<file path="config.mk">
export PLATFORM = sky130hd
export DESIGN_NAME = chgsp_top
export DESIGN_NICKNAME = d
export VERILOG_FILES = /design/src/design/chgsp_pkg.sv /design/src/design/chgsp_wd_if.sv /design/src/design/chgsp_watchdog.sv /design/src/design/chgsp_top.sv
export VERILOG_INCLUDE_DIRS = /design/src /design/src/design
export SDC_FILE = /design/constraint.sdc
export NUM_CORES = 1
export LEC_CHECK = 0
export ABC_AREA = 1
export BUFFER_PORTS_ARGS = -buffer_cell sky130_fd_sc_hd__buf_2
export CAP_MARGIN = 25
export CORE_ASPECT_RATIO = 0.6
export CORE_MARGIN = 2
export CORE_UTILIZATION = 57
export DETAILED_ROUTE_END_ITERATION = 10
export GPL_ROUTABILITY_DRIVEN = 0
export PLACE_DENSITY_LB_ADDON = 0.15
export RECOVER_POWER = 25
export SLEW_MARGIN = 20
export SYNTH_ARGS = -nofsm -noshare
export SYNTH_HDL_FRONTEND = slang
export SYNTH_SLANG_ARGS = --single-unit
</file>
<file path="constraint.sdc">
create_clock -name clk -period 7.18 [get_ports clk]
set_input_delay 0.718 -clock clk [delete_from_list [all_inputs] [get_ports clk]]
set_output_delay 0.718 -clock clk [all_outputs]
set_load 0.02 [all_outputs]
</file>
<file path="src/design/chgsp_regs.svh">
// Register offsets, field positions, reset values and timing figures of the setpoint bank.
// Assumes an I2C slave front end that presents single-byte register accesses.
`ifndef CHGSP_REGS_SVH
`define CHGSP_REGS_SVH

`define CHGSP_ADDR_CUR_LO   8'h02
`define CHGSP_ADDR_CUR_HI   8'h03
`define CHGSP_ADDR_VOLT_LO  8'h04
`define CHGSP_ADDR_VOLT_HI  8'h05

`define CHGSP_CUR_MSB       13
`define CHGSP_CUR_LSB       3
`define CHGSP_VOLT_MSB      14
`define CHGSP_VOLT_LSB      2

`define CHGSP_CUR_RESET     16'h0000
`define CHGSP_VOLT_RESET    16'h0000

`define CHGSP_CUR_MAX_5M    11'h7F8
`define CHGSP_CUR_MAX_2M    11'h5DC
`define CHGSP_CUR_FLOOR_MA  128
`define CHGSP_CUR_STEP_5M   8
`define CHGSP_CUR_STEP_2M   20

`define CHGSP_VOLT_MIN      13'h04E2
`define CHGSP_VOLT_MAX      13'h1676
`define CHGSP_VOLT_DEF_2S   13'h0834
`define CHGSP_VOLT_DEF_3S   13'h0C4E
`define CHGSP_VOLT_DEF_4S   13'h1068
`define CHGSP_VOLT_DEF_5S   13'h1482

`define CHGSP_STATE_DONE    3'h7

`define CHGSP_CLK_MHZ       250
`define CHGSP_WD_P1_SEC     5
`define CHGSP_WD_P2_SEC     88
`define CHGSP_WD_P3_SEC     175

`endif

</file>
<file path="src/design/chgsp_pkg.sv">
// Types shared by the setpoint bank and its watchdog.
// Assumes the constants of chgsp_regs.svh.
package chgsp_pkg;

	typedef enum logic [1:0] {
		CHGSP_CELLS_2 = 2'b00,
		CHGSP_CELLS_3 = 2'b01,
		CHGSP_CELLS_4 = 2'b10,
		CHGSP_CELLS_5 = 2'b11
	} chgsp_cells_t;

	typedef enum logic [1:0] {
		CHGSP_WD_OFF = 2'b00,
		CHGSP_WD_P1  = 2'b01,
		CHGSP_WD_P2  = 2'b10,
		CHGSP_WD_P3  = 2'b11
	} chgsp_wd_sel_t;

	typedef struct packed {
		logic [31:0]   tick;
		logic [7:0]    secs;
		logic          running;
		chgsp_wd_sel_t prev_sel;
		logic          expire;
	} chgsp_wd_state_t;

	typedef struct packed {
		logic [15:0] cur;
		logic [15:0] volt;
		logic [15:0] cur_buf;
		logic [1:0]  cur_seen;
		logic [15:0] volt_buf;
		logic [1:0]  volt_seen;
		logic        init_done;
		logic        chg_en;
		logic [7:0]  rdata;
	} chgsp_state_t;

endpackage : chgsp_pkg

</file>
<file path="src/design/chgsp_wd_if.sv">
// Link between the setpoint bank and its watchdog timer.
// Assumes both ends share one clock.
`timescale 1ns/100ps
interface chgsp_wd_if;
	logic                    kick;
	chgsp_pkg::chgsp_wd_sel_t period_sel;
	logic                    expire;

	modport timer (input kick, input period_sel, output expire);
	modport bank  (output kick, output period_sel, input expire);
endinterface : chgsp_wd_if

</file>
<file path="src/design/chgsp_watchdog.sv">
// Watchdog on host setpoint writes; pulses expire when the period lapses.
// Assumes kick pulses on every setpoint byte write.
`timescale 1ns/100ps
`include "chgsp_regs.svh"
module chgsp_watchdog #(
	parameter int unsigned TICKS_PER_SEC = `CHGSP_CLK_MHZ * 1000000
) (
	clk,
	rst,
	wd
);
	input wire logic  clk;
	input wire logic  rst;
	chgsp_wd_if.timer wd;

	chgsp_pkg::chgsp_wd_state_t st;
	chgsp_pkg::chgsp_wd_state_t next_st;
	logic [7:0]                 limit;

	always_comb begin
		unique case (wd.period_sel)
			chgsp_pkg::CHGSP_WD_OFF: limit = 8'h00;
			chgsp_pkg::CHGSP_WD_P1:  limit = 8'(`CHGSP_WD_P1_SEC);
			chgsp_pkg::CHGSP_WD_P2:  limit = 8'(`CHGSP_WD_P2_SEC);
			chgsp_pkg::CHGSP_WD_P3:  limit = 8'(`CHGSP_WD_P3_SEC);
		endcase
	end

	always_comb begin
		next_st = st;
		next_st.expire = 1'b0;
		next_st.prev_sel = wd.period_sel;
		if (wd.kick || (wd.period_sel != st.prev_sel)) begin
			next_st.tick = 32'h0;
			next_st.secs = 8'h00;
			next_st.running = 1'b1;
		end else if (st.running && (limit != 8'h00)) begin
			if (st.tick == 32'(TICKS_PER_SEC - 1)) begin
				next_st.tick = 32'h0;
				next_st.secs = st.secs + 8'h01;
				if ((st.secs + 8'h01) >= limit) begin
					next_st.expire = 1'b1;
					next_st.running = 1'b0;
				end
			end else begin
				next_st.tick = st.tick + 32'h1;
			end
		end
	end

	always_ff @(posedge clk or posedge rst) begin
		if (rst) begin
			st <= '{tick: 32'h0, secs: 8'h00, running: 1'b1,
				prev_sel: chgsp_pkg::CHGSP_WD_OFF, expire: 1'b0};
		end else begin
			st <= next_st;
		end
	end

	assign wd.expire = st.expire;
endmodule : chgsp_watchdog

</file>
<file path="src/design/chgsp_top.sv">
// Charge current and charge voltage setpoint registers of the charge controller.
// Assumes a byte-wide register port behind the I2C slave, one access per cycle.
`timescale 1ns/100ps
`include "chgsp_regs.svh"
module chgsp_top #(
	parameter int unsigned WD_TICKS_PER_SEC = `CHGSP_CLK_MHZ * 1000000
) (
	input  wire logic                     clk,
	input  wire logic                     rst,
	input  wire logic                     reg_wr_en,
	input  wire logic [7:0]               reg_addr,
	input  wire logic [7:0]               reg_wdata,
	input  wire logic [7:0]               reg_rd_addr,
	output logic      [7:0]               reg_rdata,
	input  wire logic                     reg_reset_cmd,
	input  wire chgsp_pkg::chgsp_cells_t  cell_count,
	input  wire logic                     sense_resistor_select,
	input  wire chgsp_pkg::chgsp_wd_sel_t watchdog_period_select,
	input  wire logic                     charge_block_bit,
	input  wire logic                     battery_overcurrent_fault,
	input  wire logic                     battery_present_input,
	input  wire logic                     adapter_valid_flag,
	input  wire logic [2:0]               charge_state_field,
	input  wire logic                     safety_timer_event,
	output logic      [15:0]              charge_current_limit,
	output logic      [15:0]              charge_voltage_target,
	output logic                          charge_enable
);
	localparam logic [10:0] CUR_FLOOR_5M = 11'((`CHGSP_CUR_FLOOR_MA + `CHGSP_CUR_STEP_5M - 1)
		/ `CHGSP_CUR_STEP_5M);
	localparam logic [10:0] CUR_FLOOR_2M = 11'((`CHGSP_CUR_FLOOR_MA + `CHGSP_CUR_STEP_2M - 1)
		/ `CHGSP_CUR_STEP_2M);

	chgsp_pkg::chgsp_state_t st;
	chgsp_pkg::chgsp_state_t next_st;
	chgsp_wd_if              wd_link ();
	logic [12:0]             volt_default;
	logic [10:0]             cur_max;
	logic [10:0]             cur_floor;
	logic [15:0]             cur_asm;
	logic [15:0]             volt_asm;
	logic [10:0]             cur_raw;
	logic [12:0]             volt_raw;
	logic [10:0]             cur_fix;
	logic [12:0]             volt_fix;
	logic                    cur_commit;
	logic                    volt_commit;
	logic                    clear_evt;
	logic                    volt_ok;

	chgsp_watchdog #(
		.TICKS_PER_SEC (WD_TICKS_PER_SEC)
	) u_watchdog (
		.clk (clk),
		.rst (rst),
		.wd  (wd_link.timer)
	);

	assign wd_link.kick = reg_wr_en && (reg_addr >= `CHGSP_ADDR_CUR_LO)
		&& (reg_addr <= `CHGSP_ADDR_VOLT_HI);
	assign wd_link.period_sel = watchdog_period_select;

	always_comb begin
		unique case (cell_count)
			chgsp_pkg::CHGSP_CELLS_2: volt_default = `CHGSP_VOLT_DEF_2S;
			chgsp_pkg::CHGSP_CELLS_3: volt_default = `CHGSP_VOLT_DEF_3S;
			chgsp_pkg::CHGSP_CELLS_4: volt_default = `CHGSP_VOLT_DEF_4S;
			chgsp_pkg::CHGSP_CELLS_5: volt_default = `CHGSP_VOLT_DEF_5S;
		endcase
	end

	assign cur_max = sense_resistor_select ? `CHGSP_CUR_MAX_2M : `CHGSP_CUR_MAX_5M;
	assign cur_floor = sense_resistor_select ? CUR_FLOOR_2M : CUR_FLOOR_5M;

	always_comb begin
		cur_asm = st.cur_buf;
		volt_asm = st.volt_buf;
		cur_commit = 1'b0;
		volt_commit = 1'b0;
		if (reg_wr_en) begin
			unique case (reg_addr)
				`CHGSP_ADDR_CUR_LO: cur_asm[7:0] = reg_wdata;
				`CHGSP_ADDR_CUR_HI: cur_asm[15:8] = reg_wdata;
				`CHGSP_ADDR_VOLT_LO: volt_asm[7:0] = reg_wdata;
				`CHGSP_ADDR_VOLT_HI: volt_asm[15:8] = reg_wdata;
				default: ;
			endcase
			cur_commit = ((reg_addr == `CHGSP_ADDR_CUR_LO) && st.cur_seen[1])
				|| ((reg_addr == `CHGSP_ADDR_CUR_HI) && st.cur_seen[0]);
			volt_commit = ((reg_addr == `CHGSP_ADDR_VOLT_LO) && st.volt_seen[1])
				|| ((reg_addr == `CHGSP_ADDR_VOLT_HI) && st.volt_seen[0]);
		end
		cur_raw = cur_asm[`CHGSP_CUR_MSB:`CHGSP_CUR_LSB];
		volt_raw = volt_asm[`CHGSP_VOLT_MSB:`CHGSP_VOLT_LSB];
	end

	always_comb begin
		if (cur_raw > cur_max) begin
			cur_fix = cur_max;
		end else if ((cur_raw != 11'h000) && (cur_raw < cur_floor)) begin
			cur_fix = cur_floor;
		end else begin
			cur_fix = cur_raw;
		end
		if (volt_raw < `CHGSP_VOLT_MIN) begin
			volt_fix = `CHGSP_VOLT_MIN;
		end else if (volt_raw > `CHGSP_VOLT_MAX) begin
			volt_fix = `CHGSP_VOLT_MAX;
		end else begin
			volt_fix = volt_raw;
		end
	end

	assign clear_evt = battery_overcurrent_fault || !battery_present_input
		|| !adapter_valid_flag || wd_link.expire || safety_timer_event
		|| (charge_state_field == `CHGSP_STATE_DONE)
		|| (volt_commit && (volt_raw == 13'h0000));

	always_comb begin
		next_st = st;
		next_st.cur_buf = cur_asm;
		next_st.volt_buf = volt_asm;
		if (reg_wr_en) begin
			if (reg_addr == `CHGSP_ADDR_CUR_LO) next_st.cur_seen[0] = 1'b1;
			if (reg_addr == `CHGSP_ADDR_CUR_HI) next_st.cur_seen[1] = 1'b1;
			if (reg_addr == `CHGSP_ADDR_VOLT_LO) next_st.volt_seen[0] = 1'b1;
			if (reg_addr == `CHGSP_ADDR_VOLT_HI) next_st.volt_seen[1] = 1'b1;
		end
		if (cur_commit) begin
			next_st.cur = '0;
			next_st.cur[`CHGSP_CUR_MSB:`CHGSP_CUR_LSB] = cur_fix;
			next_st.cur_seen = 2'b00;
		end
		if (volt_commit) begin
			if (volt_raw != 13'h0000) begin
				next_st.volt = '0;
				next_st.volt[`CHGSP_VOLT_MSB:`CHGSP_VOLT_LSB] = volt_fix;
			end
			next_st.volt_seen = 2'b00;
		end
		if (clear_evt) begin
			next_st.cur = `CHGSP_CUR_RESET;
		end
		if (reg_reset_cmd || !st.init_done) begin
			next_st.cur = `CHGSP_CUR_RESET;
			next_st.volt = '0;
			next_st.volt[`CHGSP_VOLT_MSB:`CHGSP_VOLT_LSB] = volt_default;
			next_st.cur_seen = 2'b00;
			next_st.volt_seen = 2'b00;
			next_st.init_done = 1'b1;
		end
		next_st.chg_en = !charge_block_bit && (next_st.cur != 16'h0000)
			&& (next_st.volt[`CHGSP_VOLT_MSB:`CHGSP_VOLT_LSB] >= `CHGSP_VOLT_MIN)
			&& (next_st.volt[`CHGSP_VOLT_MSB:`CHGSP_VOLT_LSB] <= `CHGSP_VOLT_MAX);
		unique case (reg_rd_addr)
			`CHGSP_ADDR_CUR_LO: next_st.rdata = st.cur[7:0];
			`CHGSP_ADDR_CUR_HI: next_st.rdata = st.cur[15:8];
			`CHGSP_ADDR_VOLT_LO: next_st.rdata = st.volt[7:0];
			`CHGSP_ADDR_VOLT_HI: next_st.rdata = st.volt[15:8];
			default: next_st.rdata = 8'h00;
		endcase
	end

	// Strap is sampled after release, never inside the async reset
	always_ff @(posedge clk or posedge rst) begin
		if (rst) begin
			st <= '{cur: `CHGSP_CUR_RESET, volt: `CHGSP_VOLT_RESET, cur_buf: 16'h0000,
				cur_seen: 2'b00, volt_buf: 16'h0000, volt_seen: 2'b00,
				init_done: 1'b0, chg_en: 1'b0, rdata: 8'h00};
		end else begin
			st <= next_st;
		end
	end

	assign reg_rdata = st.rdata;
	assign charge_current_limit = st.cur;
	assign charge_voltage_target = st.volt;
	assign charge_enable = st.chg_en;
endmodule : chgsp_top

</file>
* Yosys cells after proc, flatten, opt, wreduce, memory -nomap -nowiden
Index checks and enable logic that the tools add are counted.
** Storage, ports and cells
- RAM bits :: 0
- Register bits :: 119
- Logic and storage cells :: 141
- Latch bits :: 0
- Memory bits (read-only) :: 0
- Input port bits :: 41
- Output and inout bits :: 41
- Memories kept :: 0
** Cells by class
- Equality and inequality tests :: 17
- Shift-type cells :: 0
- Bitwise operators :: 0
- Multipliers :: 0
- Divide/modulo/power cells :: 0
- Magnitude comparators :: 9
- Reduce and logical (&&, ||, !) cells :: 53
- Add/sub/neg operators :: 2
- Multiplexer cells :: 41
** Operator list (count)
- $mux 41 :: 2
- $mux 16 :: 4
- $mux 32 :: 2
- $pmux 8 s4 :: 2
- $pmux 13 s4 :: 1
- $add 32x1->32 const B :: 1
- $eq 32x28->1 const B :: 1
- $eq 8x2->1 const B :: 4
- $eq 8x3->1 const B :: 4
- $mux 13 :: 2
- $mux 11 :: 2
- $reduce_bool 3->1 :: 6
- $mux 8 :: 2
- $reduce_and 2->1 :: 8
- $reduce_bool 16->1 :: 1
- $mux 15 :: 1
- $mux 14 :: 1
- $ge 13x11->1 const B :: 1
- $gt 13x13->1 const B :: 1
- $le 13x13->1 const B :: 1
- $logic_not 13->1 :: 1
- $lt 13x11->1 const B :: 1
- $reduce_bool 13->1 :: 1
- $logic_and 1x1->1 :: 12
- other kinds (25) :: 60

* Longest topological paths before layout
Gate-level depths: netlist (run 1).
- Depth after elaboration :: 14
- Mapped depth :: 24
- Mapped depth without buffers :: 24

* By module
From an unflattened synthesis (run 1), not the netlist that was laid out.
** Unflattened totals
- Cells, all modules :: 1109
- Area total of the unflattened synthesis :: 7910.1 µm²
** By module, submodules not included
- chgsp_top :: cells an instance 682, area an instance 4754.6 µm², instances 1, sequential area each 1676.6 µm²
- chgsp_watchdog :: cells an instance 427, area an instance 3155.5 µm², instances 1, sequential area each 1102.3 µm²

* Worst setup path before layout (run 1)
Ideal clock, no wire load.
- Path type :: in2reg
- Start point :: in reg_addr[4]
- End point :: reg st (netlist bit charge_enable)
- Stages on the path :: 22
- Path slack :: 4.196 ns
- Arrival time :: 2.866 ns
- Cells stage by stage :: nor2_2 > nand2_4 > clkinv_4 > nand3_2 > buf_4 > o21ai_0 > ha_1 > nand2_1 > nor2_1 > nand3_1 > nand2_1 > nand2_1 > buf_4 > nand3_1 > nand2_1 > nand2_1 > nor2_1 > nand2_1 > nor2_1 > a21oi_1 > nand2_1 > a21oi_2
** RTL lines
- start, declared :: RTL line chgsp_top.sv:11 : input wire logic [7:0] reg_addr,
- end signal, assigned :: RTL line chgsp_top.sv:167 : st <= '{cur: `CHGSP_CUR_RESET, volt: `CHGSP_VOLT_RESET, cur_buf: 16'h0000,
- end signal, assigned :: RTL line chgsp_top.sv:171 : st <= next_st;
- end, declared :: RTL line chgsp_top.sv:34 : chgsp_pkg::chgsp_state_t st;

==> flow_summary.json, run 1 <==
{
  "cts_max_level": 3,
  "drt-vias-per-instance": 5.36,
  "io_buffer_count": 78,
  "grt_overflow_total": 0,
  "clkPwrFrac_pct": 37.9,
  "final_cells": 1186,
  "start_kind": "primary input",
  "ys_seq_area_share_pct": 39.1,
  "antenna_cells": 0,
  "place_ws_ns": 3.39,
  "dieArea_sq_mm": 0.0134,
  "holdPathEnd": "u_watchdog.st[24]$_DFFE_PP0P_",
  "path_buf_inv": 1,
  "die_h_um": 90.5,
  "path_max_fanout": 32,
  "synth_area_leaders": "dfrtp_1 39%, nand2_1 12%, inv_1 8.1%",
  "drt_iter0_drc": 635,
  "status": "finished with violations",
  "num_rows": 31,
  "crit_path_end_kind": "register",
  "swShare_pct": 26.8,
  "reg2reg_depth": 10,
  "synth_top_area_share_pct": 38.7,
  "crit_path_top_delay_cell": "clkbuf_1",
  "worst_ep_required_time_ns": 7.46,
  "clk_pin_slew_ns": 0.07,
  "ys_warn_count": 0,
  "ys_ff_latch": 111,
  "clk_path_buf_depth": 2,
  "fmax_mhz": 238,
  "antenna_found_initial": 0,
  "grt_max_degree": 65,
  "min_period_over_period_pct": 58.5,
  "dp.cells": 1170,
  "slew_headroom_pct": -45.9,
  "synth_area_sq_mm": 0.00712,
  "cts_hold_buffers": 0,
  "holdWs_ns": 0.503,
  "r2r_start": "u_watchdog.st[13]$_DFFE_PP0P_",
  "syn_area_per_cell_sq_um": 7.28,
  "drv_cap": 1,
  "async_flop_share_pct": 100,
  "cp_top_family": "simple AND/OR/NAND/NOR gates",
  "numCtsBuffers": 9,
  "worst_path_most_repeated_cell": "nand2_1",
  "seq_power_share_pct": 49.7,
  "totalWireLength_mm": 17.9,
  "core_area_sq_mm": 0.0121,
  "grt_use_total_pct": 27.7,
  "power_frac_comb_pct": 12.4,
  "dr.pass1.iters": 6,
  "synth_cells": 978,
  "setup_viol_count_final": 0,
  "multi_input_area_sq_mm": 0.00333,
  "fp.dieW_um": 148,
  "drive_gt1_share_pct": 14.7,
  "seqCellArea_sq_mm": 0.00278,
  "grt_first_pass_wirelength_mm": 29.5,
  "min_path_type": "register to register",
  "dp_hpwl_mm": 13.9,
  "crit_chain": "clkbuf_1 > nand3_2 > o21ai_1 > ha_1 > nand2_1 > nor2_1 > a21oi_1 > nand2_1 > nand2_1 > nand2_1 > nand3_1 > nand2_1 > nand3_1 > nor2_1 > a21oi_1 > nand2_1 > a21oi_2",
  "grt_pass1_vias": 5723,
  "period_minus_slack_ns": 4.20,
  "min_from": "u_watchdog.st[24]$_DFFE_PP0P_",
  "worst_slew_pin_slew_ns": 2.18,
  "worstPathArrival_ns": 4.48,
  "yosys.area.top_type": "dfrtp_1",
  "p_sw_mw": 0.352,
  "finClkSkew_ns": 0.00764,
  "peakVddDrop_mv": 0.106,
  "p_leak_nw": 3.91,
  "post-route-util_pct": 62.9,
  "wl_per_cell_um": 15.1,
  "violations": "max-capacitance violations, max-slew violations",
  "synth_cell_types": 46,
  "cts_sinks": 111,
  "drv_slew": 49,
  "cts_resized": 0,
  "synth-edff-count": 0,
  "finalSetupTns_ns": 0,
  "final_nets": 1077,
  "vias": 6360,
  "fin_ws_ns": 2.98,
  "cts_setup_buffers": 0,
  "synth-main-ff-cell": "dfrtp_1",
  "io_pins": 82,
  "drc_errors": 0,
  "area_growth_pct": 6.95,
  "reg2reg_to": "u_watchdog.st[26]$_DFFE_PP0P_",
  "reg2reg_slack_ns": 4.04,
  "start_util_pct": 58.8,
  "ant_nets": 0,
  "power_density_mw_per_mm2": 172,
  "p_int_mw": 0.958,
  "critPathMaxStageDelay_ns": 0.96,
  "clock_latency_ns": 0.35,
  "hold-path-cell-count": 1,
  "n_fill_cell": 1131,
  "cts-root-buf": "clkbuf_16",
  "rsz0062_at_grt": "no",
  "hold_violations": 0,
  "tritoncts": "built",
  "criticalPathCategory": "primary input to register"
}
## how the worst max path moves through the flow
stage,start,to,slack [ns],depth (start not counted)
CTS,reg_wr_en,charge_enable$_DFF_PP0_,3.74,17
floorplan,rst,charge_current_limit[0]$_DFF_PP0_,3.53,1
global placement,reg_wr_en,charge_enable$_DFF_PP0_,3.43,17
global route,reg_wr_en,charge_enable$_DFF_PP0_,2.62,17
detailed placement,reg_wr_en,charge_enable$_DFF_PP0_,3.39,17
finish,reg_wr_en,charge_enable$_DFF_PP0_,2.98,17
## sequential cells by signal, indices dropped and copies added, names as in the netlist
signal and flops:
charge_current_limit 16, charge_enable 1, charge_voltage_target 13, reg_rdata 8
st 29, u_watchdog.st 43, u_watchdog.wd.expire 1
## final cells by class
class / instances / area share, %
inverters: 160 / 7.97
multi-input cells: 653 / 43.7
clock inverters: 5 / 0.773
repair buffers: 81 / 5.23
well taps: 165 / 2.71
clock buffers: 11 / 3.06
flip-flops and latches: 111 / 36.5
## through the flow
stage,area (sq um),power (mW)
2_1_floorplan,7120,0.777
3_3_place_gp,7340,0.820
3_5_place_dp,7340,0.823
4_1_cts,7640,1.32
5_1_grt,7610,1.37
6_report,7610,1.31
## metal layers
layer  vias up  GRT usage, %  part of all wire [%]
met1      2921          47.8                    53
met5         -             0                     0
li1       3168             -                     -
met4         0          4.37                  0.87
met3        16          5.66                   8.7
met2       255          34.8                    37
## Yosys cell counts, types with 6 or more instances
cell / count
xor2_1: 8
nor3_1: 23
nand2_2: 15
o21a_1: 6
nand2_1: 229
dfrtp_1: 110
o21ai_1: 6
inv_1: 153
nor4_1: 8
nor2_1: 88
nor2_2: 18
o21ai_0: 34
inv_2: 6
a21oi_1: 42
buf_4: 43
nand4_1: 20
nand3_2: 9
nand3_1: 76
ha_1: 20
## placed cells by master, fill, tap and decap left out, drive strengths merged
cell type / instances
a211oi: 2
a21boi: 1
a21oi: 46
a22oi: 2
a311oi: 2
a31oi: 5
buf: 69
bufinv: 1
clkbuf: 23
clkinv: 2
clkinvlp: 3
conb: 4
dfrtp: 110
dfstp: 1
ha: 20
inv: 159
nand2: 248
nand3: 85
nand3b: 2
nand4: 20
nor2: 110
nor3: 23
nor3b: 2
nor4: 8
nor4b: 1
o2111ai: 3
o211a: 1
o211ai: 1
o21a: 6
o21ai: 41
o221a: 1
o221ai: 2
o22ai: 3
or2: 5
xnor2: 1
xor2: 8
## power groups by stage
stage          sequential, mW  clock [mW]  combinational [mW]
2_1_floorplan           0.658           0               0.119
3_3_place_gp            0.662           0               0.158
3_5_place_dp            0.662           0               0.161
4_1_cts                 0.650       0.510               0.162
5_1_grt                 0.651       0.535               0.182
6_report                0.651       0.497               0.162
## logic make-up after synthesis
logic type               synth area share (%)
buffers and inverters                    14.1
AO/OA/AOI/OAI                            9.51
adder cells (fa/ha/maj)                  3.52
AND/OR/NAND/NOR                          32.6
other                                   0.106
XOR/XNOR                                 1.11
flip-flops                               39.1
No activity file was read; power rests on OpenSTA's default activity.
==> inputs of run 2 (changes only) <==
Clock period 7.18 ns to 4.25 ns, I/O delays scaled along.
==> run 2 against run 1 <==
  * The flow still finishes with violations (max-capacitance violations, max-slew violations)
  * Design area is 0.62% higher
  * Global-route usage is 0.13 points lower
  * Total power is 70% higher
  * Core utilization is 0.39 points higher
  * Worst setup slack worse by 1.8 ns
  * Sequential power is 69% higher
  * Clock skew is 0.0023 ns lower
  * Combinational power is 72% higher
  * Wire length is 0.49% lower
  * Non-clock buffer count is 3 higher
  * Critical endpoint unchanged
  * Largest cell class unchanged
  * Highest routed layer unchanged
==> flow_summary.json, run 2 (synthesis results as in run 1) <==
{
  "status": "finished with violations",
  "violations": "max-capacitance violations, max-slew violations",
  "fmax_mhz": 323,
  "drt_iter0_drc": 787,
  "largest-register": "u_watchdog.st",
  "seq_power_share_pct": 49.3,
  "min_from": "watchdog_period_select[1]",
  "reg2reg_to": "u_watchdog.st[33]$_DFFE_PP0P_",
  "clk_path_buf_depth": 2,
  "finalSetupTns_ns": 0,
  "holdPathEnd": "u_watchdog.st[2]$_DFF_PP0_",
  "n_fill_cell": 1119,
  "num_rows": 31,
  "power_frac_comb_pct": 12.5,
  "worst_slew_pin_slew_ns": 1.88,
  "dp_hpwl_mm": 13.9,
  "ant_nets": 0,
  "fp.dieW_um": 148,
  "start_kind": "primary input",
  "period_minus_slack_ns": 3.10,
  "drt-vias-per-instance": 5.35,
  "drv_cap": 1,
  "totalWireLength_mm": 17.8,
  "die_h_um": 90.5,
  "final_nets": 1080,
  "criticalPathCategory": "primary input to register",
  "drv_slew": 45,
  "min_path_type": "primary input to register",
  "drive_gt1_share_pct": 16.2,
  "cts-root-buf": "clkbuf_16",
  "dr.pass1.iters": 5,
  "reg2reg_depth": 9,
  "power_density_mw_per_mm2": 291,
  "finClkSkew_ns": 0.00535,
  "worst_ep_required_time_ns": 4.53,
  "reg2reg_slack_ns": 1.31,
  "p_int_mw": 1.63,
  "min_period_over_period_pct": 72.9,
  "cts_hold_buffers": 0,
  "io_pins": 82,
  "final_common_cell": "nand2_1",
  "peakVddDrop_mv": 0.192,
  "antenna_cells": 0,
  "dieArea_sq_mm": 0.0134,
  "clock_latency_ns": 0.35,
  "seqCellArea_sq_mm": 0.00278,
  "fin_area_sq_mm": 0.00766,
  "cts_max_level": 3,
  "cts_resized": 0,
  "grt_use_total_pct": 27.5,
  "grt_overflow_total": 0,
  "drc_errors": 0,
  "cts_sinks": 111,
  "p_sw_mw": 0.597,
  "r2r_start": "u_watchdog.st[2]$_DFF_PP0_",
  "io_buffer_count": 78,
  "path_max_fanout": 32,
  "cts_setup_buffers": 0,
  "vias": 6354,
  "grt_max_degree": 45,
  "antenna_found_initial": 0,
  "clk_pin_slew_ns": 0.07,
  "numCtsBuffers": 9,
  "final_cells": 1188,
  "setup_viol_count_final": 0,
  "wl_per_cell_um": 15.0,
  "rsz0062_at_grt": "no",
  "largest_register_ffs": 43,
  "hold-path-cell-count": 1,
  "core_area_sq_mm": 0.0121,
  "grt_pass1_vias": 5705,
  "hold_violations": 0,
  "slew_headroom_pct": -26.1,
  "clkPwrFrac_pct": 38.2,
  "crit_path_end_kind": "register",
  "multi_input_area_sq_mm": 0.00334,
  "swShare_pct": 26.8,
  "start_util_pct": 58.8,
  "p_leak_nw": 3.96,
  "grt_first_pass_wirelength_mm": 29.2,
  "placed_area_sq_mm": 0.00737,
  "worstPathArrival_ns": 3.38,
  "tritoncts": "built",
  "final_cell_mix": "229 x nand2_1, 152 x inv_1, 110 x dfrtp_1",
  "dp.cells": 1173,
  "area_growth_pct": 7.61
}
[run 2: cell types whose count changed in the layout (fill, tap and decap cells not counted)]
cell | before | now
clkbuf_8 | 0 | 1
nand2_2 | 13 | 15
buf_4 | 3 | 5
buf_2 | 66 | 76
nand2_1 | 231 | 229
nand3_1 | 77 | 76
clkbuf_1 | 14 | 3
clkinv_4 | 1 | 2
nand3_2 | 8 | 9
inv_6 | 1 | 0
[run 2: layout make-up]
cell class / count / area share (%)
multi-input combinational: 653 / 43.6
timing repair buffer: 84 / 5.60
sequential: 111 / 36.3
tap: 165 / 2.70
inverter: 160 / 7.92
clock inverter: 5 / 0.768
clock buffer: 10 / 3.12
[run 2: critical path, stage by stage]
cell and delay (ns):
buf_2 0.47, nand3_2 0.35, o21ai_0 0.51, ha_1 0.33, nand2_1 0.06, nor2_1 0.05
nand3_1 0.06, nand2_1 0.07, nand2_1 0.25, nand4_1 0.14, nand2_1 0.08, nand2_1 0.06
nand2_1 0.08, nor2_1 0.05, a21oi_1 0.18, nand2_1 0.09, a21oi_2 0.09
[run 2: worst max-delay path by stage]
stage	end	startpoint	depth (start not counted)	slack, ns
final	charge_enable$_DFF_PP0_	reg_wr_en	17	1.15
after global routing	charge_enable$_DFF_PP0_	reg_wr_en	16	0.80
after CTS	charge_enable$_DFF_PP0_	reg_wr_en	17	1.24
after detailed placement	charge_enable$_DFF_PP0_	reg_wr_en	17	0.89
after global placement	charge_enable$_DFF_PP0_	reg_wr_en	18	1.02
after floorplan	charge_current_limit[0]$_DFF_PP0_	rst	1	0.90
[run 2: through the flow]
| step | hold slack, ns | total power [mW] | setup WS, ns | util (%) |
|---|---|---|---|---|
| after detailed placement | 0.492 | 1.39 | 0.892 | 60.9 |
| final | 0.324 | 2.23 | 1.15 | 63.3 |
| after CTS | 0.142 | 2.24 | 1.24 | 63.3 |
| after floorplan | 0.455 | 1.31 | 0.896 | - |
| after global routing | 0.323 | 2.32 | 0.798 | 63.3 |
| after global placement | 0.491 | 1.39 | 1.02 | 60.9 |
[run 2: power groups by stage]
stage	clock, mW	sequential [mW]	combinational [mW]
2_1_floorplan	0	1.11	0.202
3_3_place_gp	0	1.12	0.272
3_5_place_dp	0	1.12	0.275
4_1_cts	0.867	1.10	0.277
5_1_grt	0.908	1.10	0.313
6_report	0.851	1.10	0.278
[run 2: metal layers]
metal  routed length [um]  GRT usage (%)  up-vias
met4                  116           4.29        0
met5                    0              0        -
met2                 6550           35.4      255
met1                 9430           46.6     2926
li1                     -              -     3160
met3                 1670           6.16       13
==> inputs of run 3 (changes only) <==
Settings changed: ABC_AREA 1 to 0.
Clock period 4.25 ns to 3.1 ns, I/O delays scaled along.
==> run 3 against run 2 <==
  * The flow finishes with violations (max-capacitance violations, negative setup slack)
  * Die area down 4.5%
  * Total power rose by 40%
  * Register-to-register slack got worse by 1.4 ns
  * Sequential power increased by 38%
  * Global-route usage is 3.4 points higher
  * Via count decreased by 2.1%
  * Sequential share of layout area shrank 2.4 points
  * Wire length increased by 8.7%
  * Largest cell class unchanged
  * Non-clock buffer count up 96
  * Worst hold slack worse by 0.14 ns
==> flow_summary.json, run 3 <==
{
  "async_flop_share_pct": 100,
  "drv_slew": 0,
  "largest_register_ffs": 43,
  "totalWireLength_mm": 19.3,
  "drc_errors": 0,
  "worst_slew_pin_slew_ns": 1.49,
  "fin_ws_ns": -0.208,
  "grt_overflow_total": 0,
  "vias": 6221,
  "final_nets": 937,
  "drt_iter0_drc": 672,
  "synth_cells": 748,
  "cts_max_level": 3,
  "cts_sinks": 111,
  "drv_cap": 1,
  "core_area_sq_mm": 0.0114,
  "grt_pass1_vias": 5811,
  "p_int_mw": 2.23,
  "synth_area_leaders": "dfrtp_1 41%, nor2_1 4.9%, nand2_1 4.6%",
  "p_sw_mw": 0.892,
  "power_density_mw_per_mm2": 380,
  "antenna_cells": 0,
  "final_cell_mix": "110 x dfrtp_1, 100 x buf_4, 87 x nor2_1",
  "drt-vias-per-instance": 5.98,
  "clk_pin_slew_ns": 0.08,
  "period_minus_slack_ns": 3.31,
  "crit_path_end_kind": "register",
  "start_kind": "primary input",
  "dieArea_sq_mm": 0.0128,
  "synth_cell_types": 74,
  "ant_nets": 0,
  "synth-edff-count": 0,
  "clkPwrFrac_pct": 36.4,
  "power_frac_comb_pct": 14.9,
  "final_common_cell": "dfrtp_1",
  "synth_top_area_share_pct": 40.6,
  "min_period_over_period_pct": 107,
  "p_total_mw": 3.12,
  "wl_per_cell_um": 18.5,
  "finalSetupTns_ns": -0.208,
  "criticalPathCategory": "primary input to register",
  "setup_viol_count_final": 1,
  "io_pins": 82,
  "num_rows": 30,
  "rsz0062_at_grt": "yes",
  "hold_violations": 0,
  "synth-main-ff-cell": "dfrtp_1",
  "dr.pass1.iters": 7,
  "syn_area_per_cell_sq_um": 9.07,
  "p_leak_nw": 4.07,
  "fp.dieW_um": 145,
  "cts-root-buf": "clkbuf_16",
  "min_path_type": "primary input to register",
  "tritoncts": "built",
  "fmax_mhz": 302,
  "synth_area_sq_mm": 0.00679,
  "status": "finished with violations",
  "peakVddDrop_mv": 0.257,
  "slew_headroom_pct": 0.369,
  "ys_warn_count": 0,
  "die_h_um": 88.5,
  "grt_max_degree": 56,
  "io_buffer_count": 78,
  "grt_first_pass_wirelength_mm": 30.2,
  "clk_path_buf_depth": 2,
  "clock_latency_ns": 0.36,
  "place_ws_ns": -0.677,
  "ys_seq_area_share_pct": 40.9,
  "start_util_pct": 59.3,
  "finClkSkew_ns": 0.00983,
  "post-route-util_pct": 71.7,
  "worstPathArrival_ns": 3.52,
  "ys_ff_latch": 111,
  "grt_use_total_pct": 31.0,
  "area_growth_pct": 21.0,
  "swShare_pct": 28.6,
  "drive_gt1_share_pct": 27.6,
  "worst_ep_required_time_ns": 3.32,
  "path_max_fanout": 5,
  "synth_common_cells": "110 x dfrtp_1, 88 x nor2_1, 84 x nand2_1",
  "numCtsBuffers": 9,
  "seq_power_share_pct": 48.7,
  "largest-register": "u_watchdog.st",
  "yosys.area.top_type": "dfrtp_1",
  "antenna_found_initial": 0,
  "violations": "max-capacitance violations, negative setup slack",
  "dp_hpwl_mm": 14.6,
  "yosysMostFrequentCell": "dfrtp_1"
}
## run 3: cell count changes after synthesis, sizes merged, moves of 12 or more
cell,delta
o21ai,-18
nor2,-22
a21o,+12
xnor2,+12
and3,+14
nand3,-60
xor2,+24
clkbuf,+13
nand2,-163
a21oi,-20
inv,-135
mux2i,+28
## run 3: critical path, cell delays in order
cell      delay [ns]
buf_2           0.12
nor4b_4         0.32
nand3_2         0.15
mux2i_1         0.21
inv_1           0.09
ha_1            0.31
and3_1          0.15
nand3_1         0.08
mux2i_1         0.26
nand2_1         0.13
o32ai_4         0.35
and2_4          0.21
a31oi_1         0.07
or3_1           0.37
o41ai_2         0.28
a221oi_1        0.10
## run 3: worst paths after layout
path	start	cells after the start	slack [ns]	endpoint
worst max-delay path	reg_addr[3]	16	-0.21	charge_enable$_DFF_PP0_
worst min-delay path	watchdog_period_select[0]	1	0.18	u_watchdog.st[1]$_DFF_PP0_
worst max register to register	st[42]$_DFF_PP0_	13	-0.04	charge_enable$_DFF_PP0_
worst min register to register	u_watchdog.st[3]$_DFFE_PP1P_	2	0.51	u_watchdog.st[3]$_DFFE_PP1P_
max in group asynchronous	rst	3	0.88	u_watchdog.st[43]$_DFFE_PP0P_
min in group asynchronous	rst	2	0.28	st[10]$_DFFE_PP0P_
## run 3: logic make-up after synthesis
kind of cell | count (synthesis) | share of synthesized area (%)
muxes | 39 | 5.96
AOI/OAI and AO/OA | 125 | 13.0
xor gates and xnor gates | 45 | 5.81
other | 2 | 0.111
and+or+nand+nor | 317 | 23.2
DFF | 111 | 40.9
buffers and inverters | 89 | 7.32
adders and majority gates | 20 | 3.69
## run 3: cell type report
type / count / area (sq um)
clock buffer: 10 / 229
clock inverter: 6 / 57.6
fill: 901 / 3240
inverter: 24 / 91.3
multi-input combinational: 550 / 3690
sequential: 111 / 2780
tap: 160 / 200
timing repair buffer: 180 / 1160
## run 3: metrics by stage
stage	cell area (sq um)	hold slack (ns)	cells
2_1_floorplan	6900	0.341	750
6_report	8210	0.180	1041
4_1_cts	8190	0.111	1040
5_1_grt	8210	0.197	1041
3_5_place_dp	7870	0.488	1024
3_3_place_gp	7870	0.463	1024
## run 3: power by group through the flow
stage | Combinational (mW) | Clock [mW] | Sequential, mW
after floorplan | 0.284 | 0 | 1.53
after global placement | 0.441 | 0 | 1.54
after detailed placement | 0.454 | 0 | 1.54
after CTS | 0.460 | 1.15 | 1.52
after global routing | 0.506 | 1.20 | 1.52
final | 0.466 | 1.14 | 1.52
## run 3: timing repair
action,CTS,global route
setup endpoints to repair,1,3
gates resized for setup,6,6
hold buffers,0,0
buffers inserted,0,1
pin swaps,2,2
## run 3: per-layer routing
layer / GRT usage [%] / vias to the layer above / part of all wire, %
met2: 42.8 / 318 / 40
met5: 1.13 / - / 0
li1: - / 2859 / -
met1: 46.5 / 3008 / 48
met3: 10.8 / 36 / 11
met4: 7.06 / 0 / 1.2
